===== src/core/lscp_consts.svh =====
// timing counts, limits and field positions for the laser command parser
`ifndef LSCP_CONSTS_SVH
`define LSCP_CONSTS_SVH
`define LSCP_CLK_KHZ 100000
`define LSCP_HEAD_KHZ 20340
`define LSCP_ACC_STEP 17'd20340
`define LSCP_ACC_MOD 17'd100000
`define LSCP_BASE_NS 3000
`define LSCP_BASE_TICKS (`LSCP_BASE_NS * `LSCP_HEAD_KHZ / 1000000)
`define LSCP_DLY_MAX 12'd3500
`define LSCP_HOUR_MIN 6
`define LSCP_HOUR_SEC (`LSCP_HOUR_MIN * 60)
`define LSCP_WD_MAX 7'd110
`define LSCP_FH_N 16
`define LSCP_EH_N 50
`define LSCP_KILO 10'd999
`define LSCP_POL_MAX 32'd511
`define LSCP_POL_RSV 9'h090
`define LSCP_RES_UNKNOWN 0
`define LSCP_RES_REFUSED 1
`define LSCP_RES_BADPAR 2
`define LSCP_RES_FAILED 3
`define LSCP_BAUD_DEF 3'd1
`define LSCP_BAUD_0 32'd4800
`define LSCP_BAUD_1 32'd9600
`define LSCP_BAUD_2 32'd14400
`define LSCP_BAUD_3 32'd19200
`define LSCP_BAUD_4 32'd28800
`define LSCP_BAUD_5 32'd38400
`define LSCP_BAUD_6 32'd57600
`endif


===== src/core/lscp_pkg.sv =====
// types shared by the laser command parser
package lscp_pkg;
    typedef enum logic [4:0] {
        CMD_DELAY_SET, CMD_DELAY_Q, CMD_MAX_RATE_Q, CMD_EMIT_HRS_Q,
        CMD_HEAD_HRS_Q, CMD_SUPPLY_HRS_Q, CMD_FAULT_Q, CMD_FAULT_HIST_Q,
        CMD_FAULT_LIST_Q, CMD_ENERGY_HIST_Q, CMD_PULSE_Q, CMD_PORT_Q,
        CMD_LRES_Q, CMD_STB_Q, CMD_SPEED_SET, CMD_SPEED_Q, CMD_TMO_SET,
        CMD_TMO_Q, CMD_POL_SET, CMD_POL_Q, CMD_OTHER
    } lscp_cmd_e;
    typedef enum logic [2:0] {TOK_VAL, TOK_BLANK, TOK_CR, TOK_LF, TOK_ERR} lscp_tok_e;
    typedef enum logic [1:0] {SRC_ONE, SRC_FH, SRC_EH, SRC_ACT} lscp_src_e;
    typedef enum logic [2:0] {ST_IDLE, ST_VAL, ST_BLANK, ST_CR, ST_LF} lscp_state_e;
endpackage : lscp_pkg


===== src/core/lscp_parser.sv =====
// command interpreter for the laser controller serial link
`timescale 1ns/1ps
`default_nettype none
`include "lscp_consts.svh"
// Behaviour
// - trigger fires after 3 us plus steps
// - delay count limited to 0..3500
// - delay change refused in random mode
// - emitter hours step per six minutes on
// - head hours step per six powered minutes
// - supply hours step per six powered minutes
// - fault query returns code, zero if none
// - keep sixteen fault codes, blank separated
// - active list up to sixteen, else zero
// - buffer fifty energy readings, else zero
// - pulse total reported in thousands
// - port query returns active-level bit mask
// - only seven listed link speeds accepted
// - link speed kept and restored at startup
// - silence past alert time turns laser off
// - alert time 0..110 s, zero disables
// - nine-bit polarity mask, reserved bits zero
// - last command result, zero on success
// - status byte: emission, errors, event, operational
// - result bits unknown, refused, parameter, failed
// - activity judged by per-input polarity bit
module lscp_parser #(
    parameter int unsigned CYC_PER_SEC = 100_000_000 // clock cycles per second
) (
    input wire logic i_mclk, // system clock
    input wire logic i_rst_n, // sync reset, low
    input wire logic i_cmd_valid, // decoded command present
    input wire lscp_pkg::lscp_cmd_e i_cmd_code, // which command
    input wire logic [31:0] i_cmd_arg, // numeric argument
    input wire logic i_random_mode, // random pulsing on
    input wire logic i_link_fail, // internal link failure
    input wire logic i_trigger, // trigger pulse
    input wire logic i_pulse, // optical pulse emitted
    input wire logic [9:0] i_energy, // energy of that pulse
    input wire logic i_emitting, // diode on or standby
    input wire logic i_head_power, // head powered
    input wire logic i_supply_power, // supply powered
    input wire logic [7:0] i_fault_code, // present fault code
    input wire logic i_fault_raise, // fault code raised
    input wire logic [127:0] i_active_codes, // active codes, entry 0 low
    input wire logic [4:0] i_active_num, // count of active codes
    input wire logic [8:0] i_port_pin, // analog port raw levels
    input wire logic i_sys_error, // system error present
    input wire logic i_event, // event summary
    input wire logic i_operational, // operational condition
    input wire logic [2:0] i_stored_baud, // saved speed index
    input wire logic [15:0] i_max_rate, // max repetition rate
    output logic o_cmd_ready, // command may be given
    output logic o_tok_valid, // reply token present
    output var lscp_pkg::lscp_tok_e o_tok_kind, // reply token kind
    output logic [31:0] o_tok_value, // reply number
    output logic o_qsw_fire, // optical pulse fire strobe
    output logic o_laser_off, // watchdog turned laser off
    output logic [2:0] o_baud_sel, // link speed index
    output logic o_baud_store, // save speed index strobe
    output logic [8:0] o_polarity // port polarity mask
);
    import lscp_pkg::*;

    // speed index to bits per second, zero for no speed
    function automatic logic [31:0] lscp_rate(input logic [2:0] k);
        case (k)
            3'h0: lscp_rate = `LSCP_BAUD_0;
            3'h1: lscp_rate = `LSCP_BAUD_1;
            3'h2: lscp_rate = `LSCP_BAUD_2;
            3'h3: lscp_rate = `LSCP_BAUD_3;
            3'h4: lscp_rate = `LSCP_BAUD_4;
            3'h5: lscp_rate = `LSCP_BAUD_5;
            3'h6: lscp_rate = `LSCP_BAUD_6;
            default: lscp_rate = 32'h0;
        endcase
    endfunction : lscp_rate

    // delay engine state
    logic [16:0] acc, next_acc; // head clock phase
    logic head_en; // head clock step enable
    logic dbusy, next_dbusy; // delay running
    logic [12:0] dcnt, next_dcnt; // head steps left
    logic next_fire; // fire next cycle
    logic [11:0] delay, next_delay; // programmed delay count

    // head clock enable and trigger delay
    always_comb begin
        next_acc = acc + `LSCP_ACC_STEP;
        head_en = 1'b0;
        if (next_acc >= `LSCP_ACC_MOD) begin
            next_acc = next_acc - `LSCP_ACC_MOD;
            head_en = 1'b1;
        end
        next_dbusy = dbusy;
        next_dcnt = dcnt;
        next_fire = 1'b0;
        if (!dbusy && i_trigger) begin
            // partial first step not counted, so the wait is never short of the base
            next_dbusy = 1'b1;
            next_dcnt = 13'(`LSCP_BASE_TICKS) + {1'b0, delay};
        end else if (dbusy && head_en) begin
            if (dcnt == 13'h0) begin
                next_fire = 1'b1;
                next_dbusy = 1'b0;
            end else begin
                next_dcnt = dcnt - 13'h1;
            end
        end
    end

    // register delay engine
    always_ff @(posedge i_mclk) begin
        if (!i_rst_n) begin
            acc <= 17'h0;
            dbusy <= 1'b0;
            dcnt <= 13'h0;
            o_qsw_fire <= 1'b0;
        end else begin
            acc <= next_acc;
            dbusy <= next_dbusy;
            dcnt <= next_dcnt;
            o_qsw_fire <= next_fire;
        end
    end

    // counter state
    logic [26:0] sec_cyc, next_sec_cyc; // second prescaler
    logic sec_tick; // one-second enable
    logic [2:0] hcond; // supply, head, emitter on
    logic [8:0] hsec [3]; // seconds into current tenth hour
    logic [8:0] next_hsec [3];
    logic [31:0] hours [3]; // tenths of hours
    logic [31:0] next_hours [3];
    logic [9:0] ksub, next_ksub; // pulses below a thousand
    logic [31:0] kcnt, next_kcnt; // thousands of pulses
    logic [26:0] wd_cyc, next_wd_cyc; // watchdog cycles
    logic [6:0] wd_sec, next_wd_sec; // watchdog seconds
    logic next_off; // laser off next
    logic cmd_take; // command accepted
    logic [6:0] timeout, next_timeout; // alert time in seconds

    // hour counters, pulse count and watchdog
    always_comb begin
        sec_tick = sec_cyc == 27'(CYC_PER_SEC - 1);
        next_sec_cyc = sec_tick ? 27'h0 : sec_cyc + 27'h1;
        hcond = {i_supply_power, i_head_power, i_emitting};
        for (int k = 0; k < 3; k++) begin
            next_hsec[k] = hsec[k];
            next_hours[k] = hours[k];
            if (hcond[k] && sec_tick) begin
                if (hsec[k] == 9'(`LSCP_HOUR_SEC - 1)) begin
                    next_hsec[k] = 9'h0;
                    next_hours[k] = hours[k] + 32'h1;
                end else begin
                    next_hsec[k] = hsec[k] + 9'h1;
                end
            end
        end
        next_ksub = ksub;
        next_kcnt = kcnt;
        if (i_pulse) begin
            // thousands carry
            if (ksub == `LSCP_KILO) begin
                next_ksub = 10'h0;
                next_kcnt = kcnt + 32'h1;
            end else begin
                next_ksub = ksub + 10'h1;
            end
        end
        next_wd_cyc = wd_cyc;
        next_wd_sec = wd_sec;
        next_off = o_laser_off;
        if (cmd_take) begin
            // any command restarts the countdown
            next_wd_cyc = 27'h0;
            next_wd_sec = 7'h0;
            next_off = 1'b0;
        end else if (timeout != 7'h0 && !o_laser_off) begin
            if (wd_cyc == 27'(CYC_PER_SEC - 1)) begin
                next_wd_cyc = 27'h0;
                next_wd_sec = wd_sec + 7'h1;
            end else begin
                next_wd_cyc = wd_cyc + 27'h1;
            end
            if (wd_sec == timeout) begin
                next_off = 1'b1;
            end
        end
    end

    // register counters
    always_ff @(posedge i_mclk) begin
        if (!i_rst_n) begin
            sec_cyc <= 27'h0;
            hsec <= '{default: 9'h0};
            hours <= '{default: 32'h0};
            ksub <= 10'h0;
            kcnt <= 32'h0;
            wd_cyc <= 27'h0;
            wd_sec <= 7'h0;
            o_laser_off <= 1'b0;
        end else begin
            sec_cyc <= next_sec_cyc;
            hsec <= next_hsec;
            hours <= next_hours;
            ksub <= next_ksub;
            kcnt <= next_kcnt;
            wd_cyc <= next_wd_cyc;
            wd_sec <= next_wd_sec;
            o_laser_off <= next_off;
        end
    end

    // command and reply state
    lscp_state_e st, next_st; // reply sequencer
    lscp_src_e src, next_src; // where list values come from
    logic [5:0] idx, next_idx; // list position
    logic [5:0] len, next_len; // list length
    logic [31:0] one, next_one; // single reply value
    logic [8:0] next_pol; // polarity next
    logic [2:0] next_baud; // speed next
    logic bload, next_bload; // saved speed taken
    logic next_store; // save strobe next
    logic [3:0] lres, next_lres; // last command result
    logic next_tv, next_rdy; // token valid, ready next
    lscp_tok_e next_tk; // token kind next
    logic [31:0] next_tval; // token value next
    logic [7:0] fhist [`LSCP_FH_N]; // fault history
    logic [4:0] fh_n, next_fh_n; // fault history fill
    logic fh_we; // fault history write
    logic [9:0] ehist [`LSCP_EH_N]; // energy history
    logic [5:0] eh_n, next_eh_n; // energy history fill
    logic eh_we; // energy history write
    logic [8:0] act; // per-pin active
    logic [7:0] level, stb; // port mask, status byte
    logic [31:0] elem; // list element at idx
    logic [3:0] res; // result of this command
    logic [2:0] bidx; // speed index searched

    // decode, settings and reply sequencing
    always_comb begin
        act = ~(i_port_pin ^ o_polarity);
        level = {1'b0, act[6], act[5], 1'b0, act[3], act[2], 1'b0, act[8]};
        stb = {i_operational, 1'b0, i_event, 1'b0, i_sys_error, lres != 4'h0,
               1'b0, i_emitting};
        case (src)
            SRC_FH: elem = {24'h0, fhist[idx[3:0]]};
            SRC_EH: elem = {22'h0, ehist[idx]};
            SRC_ACT: elem = {24'h0, i_active_codes[idx[3:0]*8 +: 8]};
            default: elem = one;
        endcase
        cmd_take = i_cmd_valid && o_cmd_ready;
        next_st = st;
        next_src = src;
        next_idx = idx;
        next_len = len;
        next_one = one;
        next_delay = delay;
        next_timeout = timeout;
        next_pol = o_polarity;
        next_baud = o_baud_sel;
        next_bload = 1'b1;
        next_store = 1'b0;
        next_lres = lres;
        next_tv = 1'b0;
        next_tk = o_tok_kind;
        next_tval = o_tok_value;
        res = 4'h0;
        bidx = 3'h7;
        fh_we = i_fault_raise && fh_n < 5'(`LSCP_FH_N);
        next_fh_n = fh_we ? fh_n + 5'h1 : fh_n;
        eh_we = i_pulse && eh_n < 6'(`LSCP_EH_N);
        next_eh_n = eh_we ? eh_n + 6'h1 : eh_n;
        if (!bload) begin
            // restore saved speed once after reset
            next_baud = (lscp_rate(i_stored_baud) != 32'h0) ? i_stored_baud
                                                             : `LSCP_BAUD_DEF;
        end
        for (int k = 0; k < 7; k++) begin
            if (lscp_rate(3'(k)) == i_cmd_arg) bidx = 3'(k);
        end
        case (st)
            ST_IDLE: begin
                if (cmd_take) begin
                    next_st = ST_VAL;
                    next_src = SRC_ONE;
                    next_idx = 6'h0;
                    next_len = 6'h1;
                    next_one = 32'h0;
                    case (i_cmd_code)
                        CMD_DELAY_SET: begin
                            next_st = ST_CR;
                            if (i_random_mode) res[`LSCP_RES_REFUSED] = 1'b1;
                            else if (i_cmd_arg > 32'(`LSCP_DLY_MAX))
                                res[`LSCP_RES_BADPAR] = 1'b1;
                            else next_delay = i_cmd_arg[11:0];
                        end
                        CMD_DELAY_Q: next_one = {20'h0, delay};
                        CMD_MAX_RATE_Q: next_one = {16'h0, i_max_rate};
                        CMD_EMIT_HRS_Q: next_one = hours[0];
                        CMD_HEAD_HRS_Q: next_one = hours[1];
                        CMD_SUPPLY_HRS_Q: next_one = hours[2];
                        CMD_FAULT_Q: next_one = {24'h0, i_fault_code};
                        CMD_FAULT_HIST_Q: begin
                            next_src = SRC_FH;
                            next_len = {1'b0, fh_n};
                        end
                        CMD_FAULT_LIST_Q: begin
                            next_src = SRC_ACT;
                            next_len = (i_active_num > 5'd16) ? 6'd16 : {1'b0, i_active_num};
                        end
                        CMD_ENERGY_HIST_Q: begin
                            next_src = SRC_EH;
                            next_len = eh_n;
                        end
                        CMD_PULSE_Q: next_one = kcnt;
                        CMD_PORT_Q: next_one = {24'h0, level};
                        CMD_LRES_Q: next_one = {28'h0, lres};
                        CMD_STB_Q: next_one = {24'h0, stb};
                        CMD_SPEED_SET: begin
                            next_st = ST_CR;
                            if (bidx == 3'h7) res[`LSCP_RES_BADPAR] = 1'b1;
                            else begin
                                next_baud = bidx;
                                next_store = 1'b1;
                            end
                        end
                        CMD_SPEED_Q: next_one = lscp_rate(o_baud_sel);
                        CMD_TMO_SET: begin
                            next_st = ST_CR;
                            if (i_cmd_arg > 32'(`LSCP_WD_MAX)) res[`LSCP_RES_BADPAR] = 1'b1;
                            else next_timeout = i_cmd_arg[6:0];
                        end
                        CMD_TMO_Q: next_one = {25'h0, timeout};
                        CMD_POL_SET: begin
                            next_st = ST_CR;
                            if (i_cmd_arg > `LSCP_POL_MAX) res[`LSCP_RES_BADPAR] = 1'b1;
                            else next_pol = i_cmd_arg[8:0] & ~`LSCP_POL_RSV;
                        end
                        CMD_POL_Q: next_one = {23'h0, o_polarity};
                        default: begin
                            next_st = ST_CR;
                            res[`LSCP_RES_UNKNOWN] = 1'b1;
                        end
                    endcase
                    if (i_link_fail) res[`LSCP_RES_FAILED] = 1'b1;
                    next_lres = res;
                    if (next_len == 6'h0) begin
                        next_src = SRC_ONE; // empty list answers zero
                        next_len = 6'h1;
                    end
                    if (res != 4'h0) begin
                        // refused command answers an error mark
                        next_st = ST_CR;
                        next_tv = 1'b1;
                        next_tk = TOK_ERR;
                    end
                end
            end
            ST_VAL: begin
                next_tv = 1'b1;
                next_tk = TOK_VAL;
                next_tval = elem;
                next_st = (idx + 6'h1 == len) ? ST_CR : ST_BLANK;
            end
            ST_BLANK: begin
                next_tv = 1'b1;
                next_tk = TOK_BLANK;
                next_idx = idx + 6'h1;
                next_st = ST_VAL;
            end
            ST_CR: begin
                next_tv = 1'b1;
                next_tk = TOK_CR;
                next_st = ST_LF;
                if (src == SRC_EH) next_eh_n = 6'h0; // readout empties buffer
            end
            ST_LF: begin
                next_tv = 1'b1;
                next_tk = TOK_LF;
                next_st = ST_IDLE;
            end
            default: next_st = ST_IDLE;
        endcase
        next_rdy = next_st == ST_IDLE;
    end

    // register command state
    always_ff @(posedge i_mclk) begin
        if (!i_rst_n) begin
            st <= ST_IDLE;
            src <= SRC_ONE;
            idx <= 6'h0;
            len <= 6'h0;
            one <= 32'h0;
            delay <= 12'h0;
            timeout <= 7'h0;
            o_polarity <= 9'h0;
            o_baud_sel <= `LSCP_BAUD_DEF;
            bload <= 1'b0;
            o_baud_store <= 1'b0;
            lres <= 4'h0;
            o_tok_valid <= 1'b0;
            o_tok_kind <= TOK_VAL;
            o_tok_value <= 32'h0;
            o_cmd_ready <= 1'b0;
            fh_n <= 5'h0;
            eh_n <= 6'h0;
        end else begin
            st <= next_st;
            src <= next_src;
            idx <= next_idx;
            len <= next_len;
            one <= next_one;
            delay <= next_delay;
            timeout <= next_timeout;
            o_polarity <= next_pol;
            o_baud_sel <= next_baud;
            bload <= next_bload;
            o_baud_store <= next_store;
            lres <= next_lres;
            o_tok_valid <= next_tv;
            o_tok_kind <= next_tk;
            o_tok_value <= next_tval;
            o_cmd_ready <= next_rdy;
            fh_n <= next_fh_n;
            eh_n <= next_eh_n;
        end
    end

    // history memories, no reset needed
    always_ff @(posedge i_mclk) begin
        if (fh_we) fhist[fh_n[3:0]] <= i_fault_code;
        if (eh_we) ehist[eh_n] <= i_energy;
    end
endmodule : lscp_parser
`default_nettype wire


===== config.mk =====
export PLATFORM = sky130hd
export DESIGN_NAME = lscp_parser
export DESIGN_NICKNAME = d
export VERILOG_FILES = /design/src/core/lscp_pkg.sv /design/src/core/lscp_parser.sv
export VERILOG_INCLUDE_DIRS = /design/src /design/src/core
export SDC_FILE = /design/constraint.sdc
export NUM_CORES = 2
export LEC_CHECK = 0
export BUFFER_PORTS_ARGS = -buffer_cell sky130_fd_sc_hd__buf_2
export CAP_MARGIN = 0
export CORE_UTILIZATION = 63
export CTS_BUF_LIST = sky130_fd_sc_hd__clkbuf_8
export DETAILED_ROUTE_END_ITERATION = 8
export PLACE_DENSITY_LB_ADDON = 0.05
export SYNTH_ARGS = -nofsm -noshare
export SYNTH_HDL_FRONTEND = slang
export SYNTH_SLANG_ARGS = --single-unit

===== constraint.sdc =====
create_clock -name i_mclk -period 3.25 [get_ports i_mclk]
set_input_delay 0 -clock i_mclk [delete_from_list [all_inputs] [get_ports i_mclk]]
set_output_delay 0 -clock i_mclk [all_outputs]
set_load 0.05 [all_outputs]

After elaboration in Yosys (flattened, before gate mapping) --
Memories as Yosys holds them, arrays and structs flattened. A register that Yosys moved wholly into a read port is not among the register bits. Cells that the tools add are included.
Cells by class: add/subtract/negate cells 18, magnitude comparators 7, equal/unequal tests 57, shifts and indexed selects 1, mux-type cells 83, bitwise logic cells 8, reduce and logical (&&, ||, !) cells 47
Operators by type and width (number):
- 32-bit case mux with 13 select lines | 1
- 16-bit case mux with 7 select lines | 2
- 32-bit by 1-bit adder with 32-bit output (second input constant) | 4
- 128-bit by 8-bit indexed part select with 8-bit output | 1
- 32-bit case mux with 3 select lines | 1
- 14-bit by 32-bit equality test with 1-bit output (first input constant) | 2
- 15-bit by 32-bit equality test with 1-bit output (first input constant) | 2
- 16-bit by 32-bit equality test with 1-bit output (first input constant) | 2
- 27-bit by 1-bit adder with 27-bit output (second input constant) | 2
- 27-bit equality test (second input constant) | 2
- 6-bit 2-to-1 mux | 9
- 3-bit 2-to-1 mux | 17
- 5-bit by 4-bit equality test with 1-bit output (second input constant) | 8
- 13-bit 2-to-1 mux | 3
- 13-bit by 32-bit equality test with 1-bit output (first input constant) | 1
- 32-bit by 12-bit > comparator with 1-bit output (second input constant) | 1
- 32-bit by 7-bit > comparator with 1-bit output (second input constant) | 1
- 32-bit by 9-bit > comparator with 1-bit output (second input constant) | 1
- 32-bit 2-to-1 mux | 1
- 32-bit nonzero test | 1
- 1-bit 2-to-1 mux | 31
- 9-bit by 1-bit adder with 9-bit output (second input constant) | 3
- 9-bit equality test (second input constant) | 3
- 27-bit 2-to-1 mux | 1
- 60 further kinds | 121
Word-level totals: bits in registers 391, bits in writable memories 628, input bits 230, output and inout bits 52, memories 2
Memories:
- ehist | words 50, bits a word 10, read ports 1, clocked after memory_dff 1, wr ports 1, RTL line lscp_parser.sv:232 | logic [9:0] ehist [`LSCP_EH_N];
- fhist | words 16, bits a word 8, read ports 1, clocked after memory_dff 1, wr ports 1, RTL line lscp_parser.sv:229 | logic [7:0] fhist [`LSCP_FH_N];

Longest topological paths before layout --
depth after elaboration 18, gate-level depth with buffers 14, mapped depth without buffers 10

Worst setup path after synthesis --
OpenSTA, ideal clock, no wires.
path kind register to register, start register (tool-made name), end register o_tok_value[0], setup time 122 ps, arrival 2608 ps, required time 3128 ps, setup slack 520 ps, stages on the path, launching flop included 10, period minus slack after synthesis 2730 ps, path through dfxtp_1 > buf_2 > clkbuf_1 > mux4_2 > mux4_2 > mux2_2 > o221ai_1 > o211ai_1 > o211ai_1 > a21oi_1
RTL lines:
- to (signal assigned) | RTL line lscp_parser.sv:425 | o_tok_value <= next_tval;
- to (decl) | RTL line lscp_parser.sv:56 | output logic [31:0] o_tok_value,

==> qor.yml <==
run_status:
  status: "complete, no violations"
worst_setup_path:
  path_max_fanout: 32
  arrival_ns: 3.70
  cp_data_required_time_ns: 3.91
  end_kind: "register"
  crit_path_start_kind: "register"
  worst-setup-path-type: "register to register"
timing:
  fin_crit_ns: 3.043
  slew_headroom: 0.3498
  tightest_slew_ns: 0.9753
  hold_violations: 0
  slew_viol_final: 0
  fin_setup_tns_ns: 0
  period_share: 0.9363
  finClkSkew_ns: 0.04073
  max_freq_mhz: 328.6
  setup_viol: 0
  rsz0062_at_grt: "false"
min_path:
  hp-class: "input pin to register"
  hp-start: "i_cmd_arg[23]"
synth:
  synth_top_area_share: 0.4242
  yosys.area.top_type: "edfxtp_1"
  synth.area.mux_share: 0.1310
  ys_seq_elements: 1023
  syn_area_um2: 44460
  synth_top_family_by_area: "multiplexers"
  synthTopCellsByArea: "edfxtp_1 (42%), dfxtp_1 (18%), mux4_2 (11%)"
  synth_ff_type: "edfxtp_1"
  synth_async_sr_flop_share: 0
  synth_simple_gate_area_frac: 0.1239
  yosysWarnings: 0
  synth-edff-count: 628
  synth-compound-area-share: 0.06476
  syn_inst: 3430
  synth_adder_area_share: 0.006192
  seq_area_frac_synth: 0.6021
  synthXorXnorAreaFrac: 0.04945
  syn_avg_cell_area_um2: 12.96
  synth_cell_types: 89
routing:
  dr_wl_met2_um: 58290
  wl_met3_um: 9496
  met1_length_um: 46060
  ant_nets: 0
  drt_iter0_markers: 3152
  firstDrtPassIters: 7
  vias: 31010
  wl_per_cell_um: 23.75
  routed_wl_um: 118200
  detail_route.vias_per_cell: 6.231
  top_layer: "met5"
  drcViolationCount: 0
layout:
  nFillCells: 4588
  area_growth_pct: 15.93
  final_cell_mix: "edfxtp_1 (628), nor2_1 (448), dfxtp_1 (389)"
  final_common_cell: "edfxtp_1"
  final_nets: 4167
  multi_input_area_um2: 16730
  drive_gt1_frac: 0.2278
  regArea_um2: 26780
die:
  core_area_um2: 69910
  initial_utilization: 0.6359
  fp.dieH_um: 267.6
  dieArea_um2: 71630
  die_x_um: 267.6
  io_pins: 282
  placement_rows: 97
clock_tree:
  root_buffer: "clkbuf_8"
  clk_path_buf_depth: 3
  clock_latency_ns: 0.81
  htreeDepth: 4
  clk_pin_slew_worst_paths_ns: 0.07
  cts_tree: "done"
  numCtsBuffers: 163
  post_cts_buffers: 0
  cts_sinks: 1023
placed_design:
  place.gp.congestion: 0.9519
  placement.io_buffers: 275
  dp_hpwl_um: 80970
global_routing:
  grt_pass1_vias: 30940
  grt_util_all_layers: 0.3340
  grt_antenna_before_repair: 4
  grt_overflow_total: 0
  grt_max_degree: 145
  grt_first_pass_wirelength_um: 178900
power:
  leakagePower_uw: 0.01759
  power_uw: 27600
  power_density_nw_per_um2: 535.5
  ir_drop_v: 0.0004280
job:
  drv_cap: 0
worst max-delay path: stages (launching register included):
cell     delay (ns)
dfxtp_4        0.40
buf_12         0.26
mux4_2         0.53
mux4_2         0.53
mux2i_1        0.30
nor2_1         0.07
nor3_1         0.36
buf_4          0.19
nor3_1         0.04
a21oi_1        0.14
nor2_1         0.05
stage by stage:
step	utilization	setup slack (ns)	std cells	instance area [um^2]	hold WS [ns]
6_report	0.7372	0.2071	4977	51540	0.08040
5_1_grt	0.7372	0.06078	4977	51540	0.1047
4_1_cts	0.7370	0.02778	4974	51520	0.0004818
3_5_place_dp	0.6791	0.2092	4594	47470	0.2679
3_3_place_gp	0.6791	0.1699	4594	47470	0.2657
2_1_floorplan	-	0.5201	3431	44460	0.02772
sequential cells by signal, indices dropped and copies added, names as in the netlist, 27 cells and up, named ones only:
register,cells
fhist,128
ehist,500
one,32
hours,96
wd_cyc,27
kcnt,32
sec_cyc,27
hsec,27
o_tok_value,32
layer usage:
layer / track usage / vias to the layer above
met5: 0 / -
met4: 0.1418 / 2
met3: 0.05958 / 260
met2: 0.5476 / 1466
met1: 0.4405 / 15380
li1: - / 13900
Yosys cell counts (72+ instances only):
cell type and count:
nand2_1 193, clkbuf_1 155, xnor2_1 116, edfxtp_1 628, dfxtp_1 395, nor2_1 449, mux4_2 216, xor2_1 135
nand3_1 116, a21oi_1 162, mux2i_1 72
path summary, 6_finish.rpt:
| check | cells after the start | slack, ns | to |
|---|---|---|---|
| hold / removal | 8 | 0.08 | delay[3] |
| setup reg to reg | 10 | 0.21 | o_tok_value[7] |
| setup / recovery | 10 | 0.21 | o_tok_value[7] |
| hold reg to reg | 2 | 0.45 | o_tok_value[11] |
layout make-up:
cell class                      count  area share
Multi-Input combinational cell   2162      0.3247
Sequential cell                  1023      0.5196
Clock buffer                      181     0.04834
Antenna cell                        3   0.0001457
Timing Repair Buffer              518     0.06919
Inverter                           47    0.003569
Tap cell                          940     0.02282
Clock inverter                    103     0.01168
logic make-up after synthesis:
logic type	count (synthesis)
AND/OR/NAND/NOR	1140
flip-flops	1023
AO/OA/AOI/OAI	439
multiplexers	308
XOR/XNOR	251
buffers and inverters	246
adder cells (fa/ha/maj)	22
other	1
report_power, final:
part / switching (uW) / internal [uW] / total [uW]
Combinational: 1690 / 1320 / 3010
Sequential: 239 / 13900 / 14200
Clock: 4970 / 5450 / 10400
Total: 6900 / 20700 / 27600
repair_timing:
item                                    4_1_cts  5_1_grt
endpoints found under the setup margin        0        7
resized for setup                             0        1
hold endpoints to repair                    800        0
hold buffers                                 96        0
Note: power is estimated with default switching activity, not from simulation.
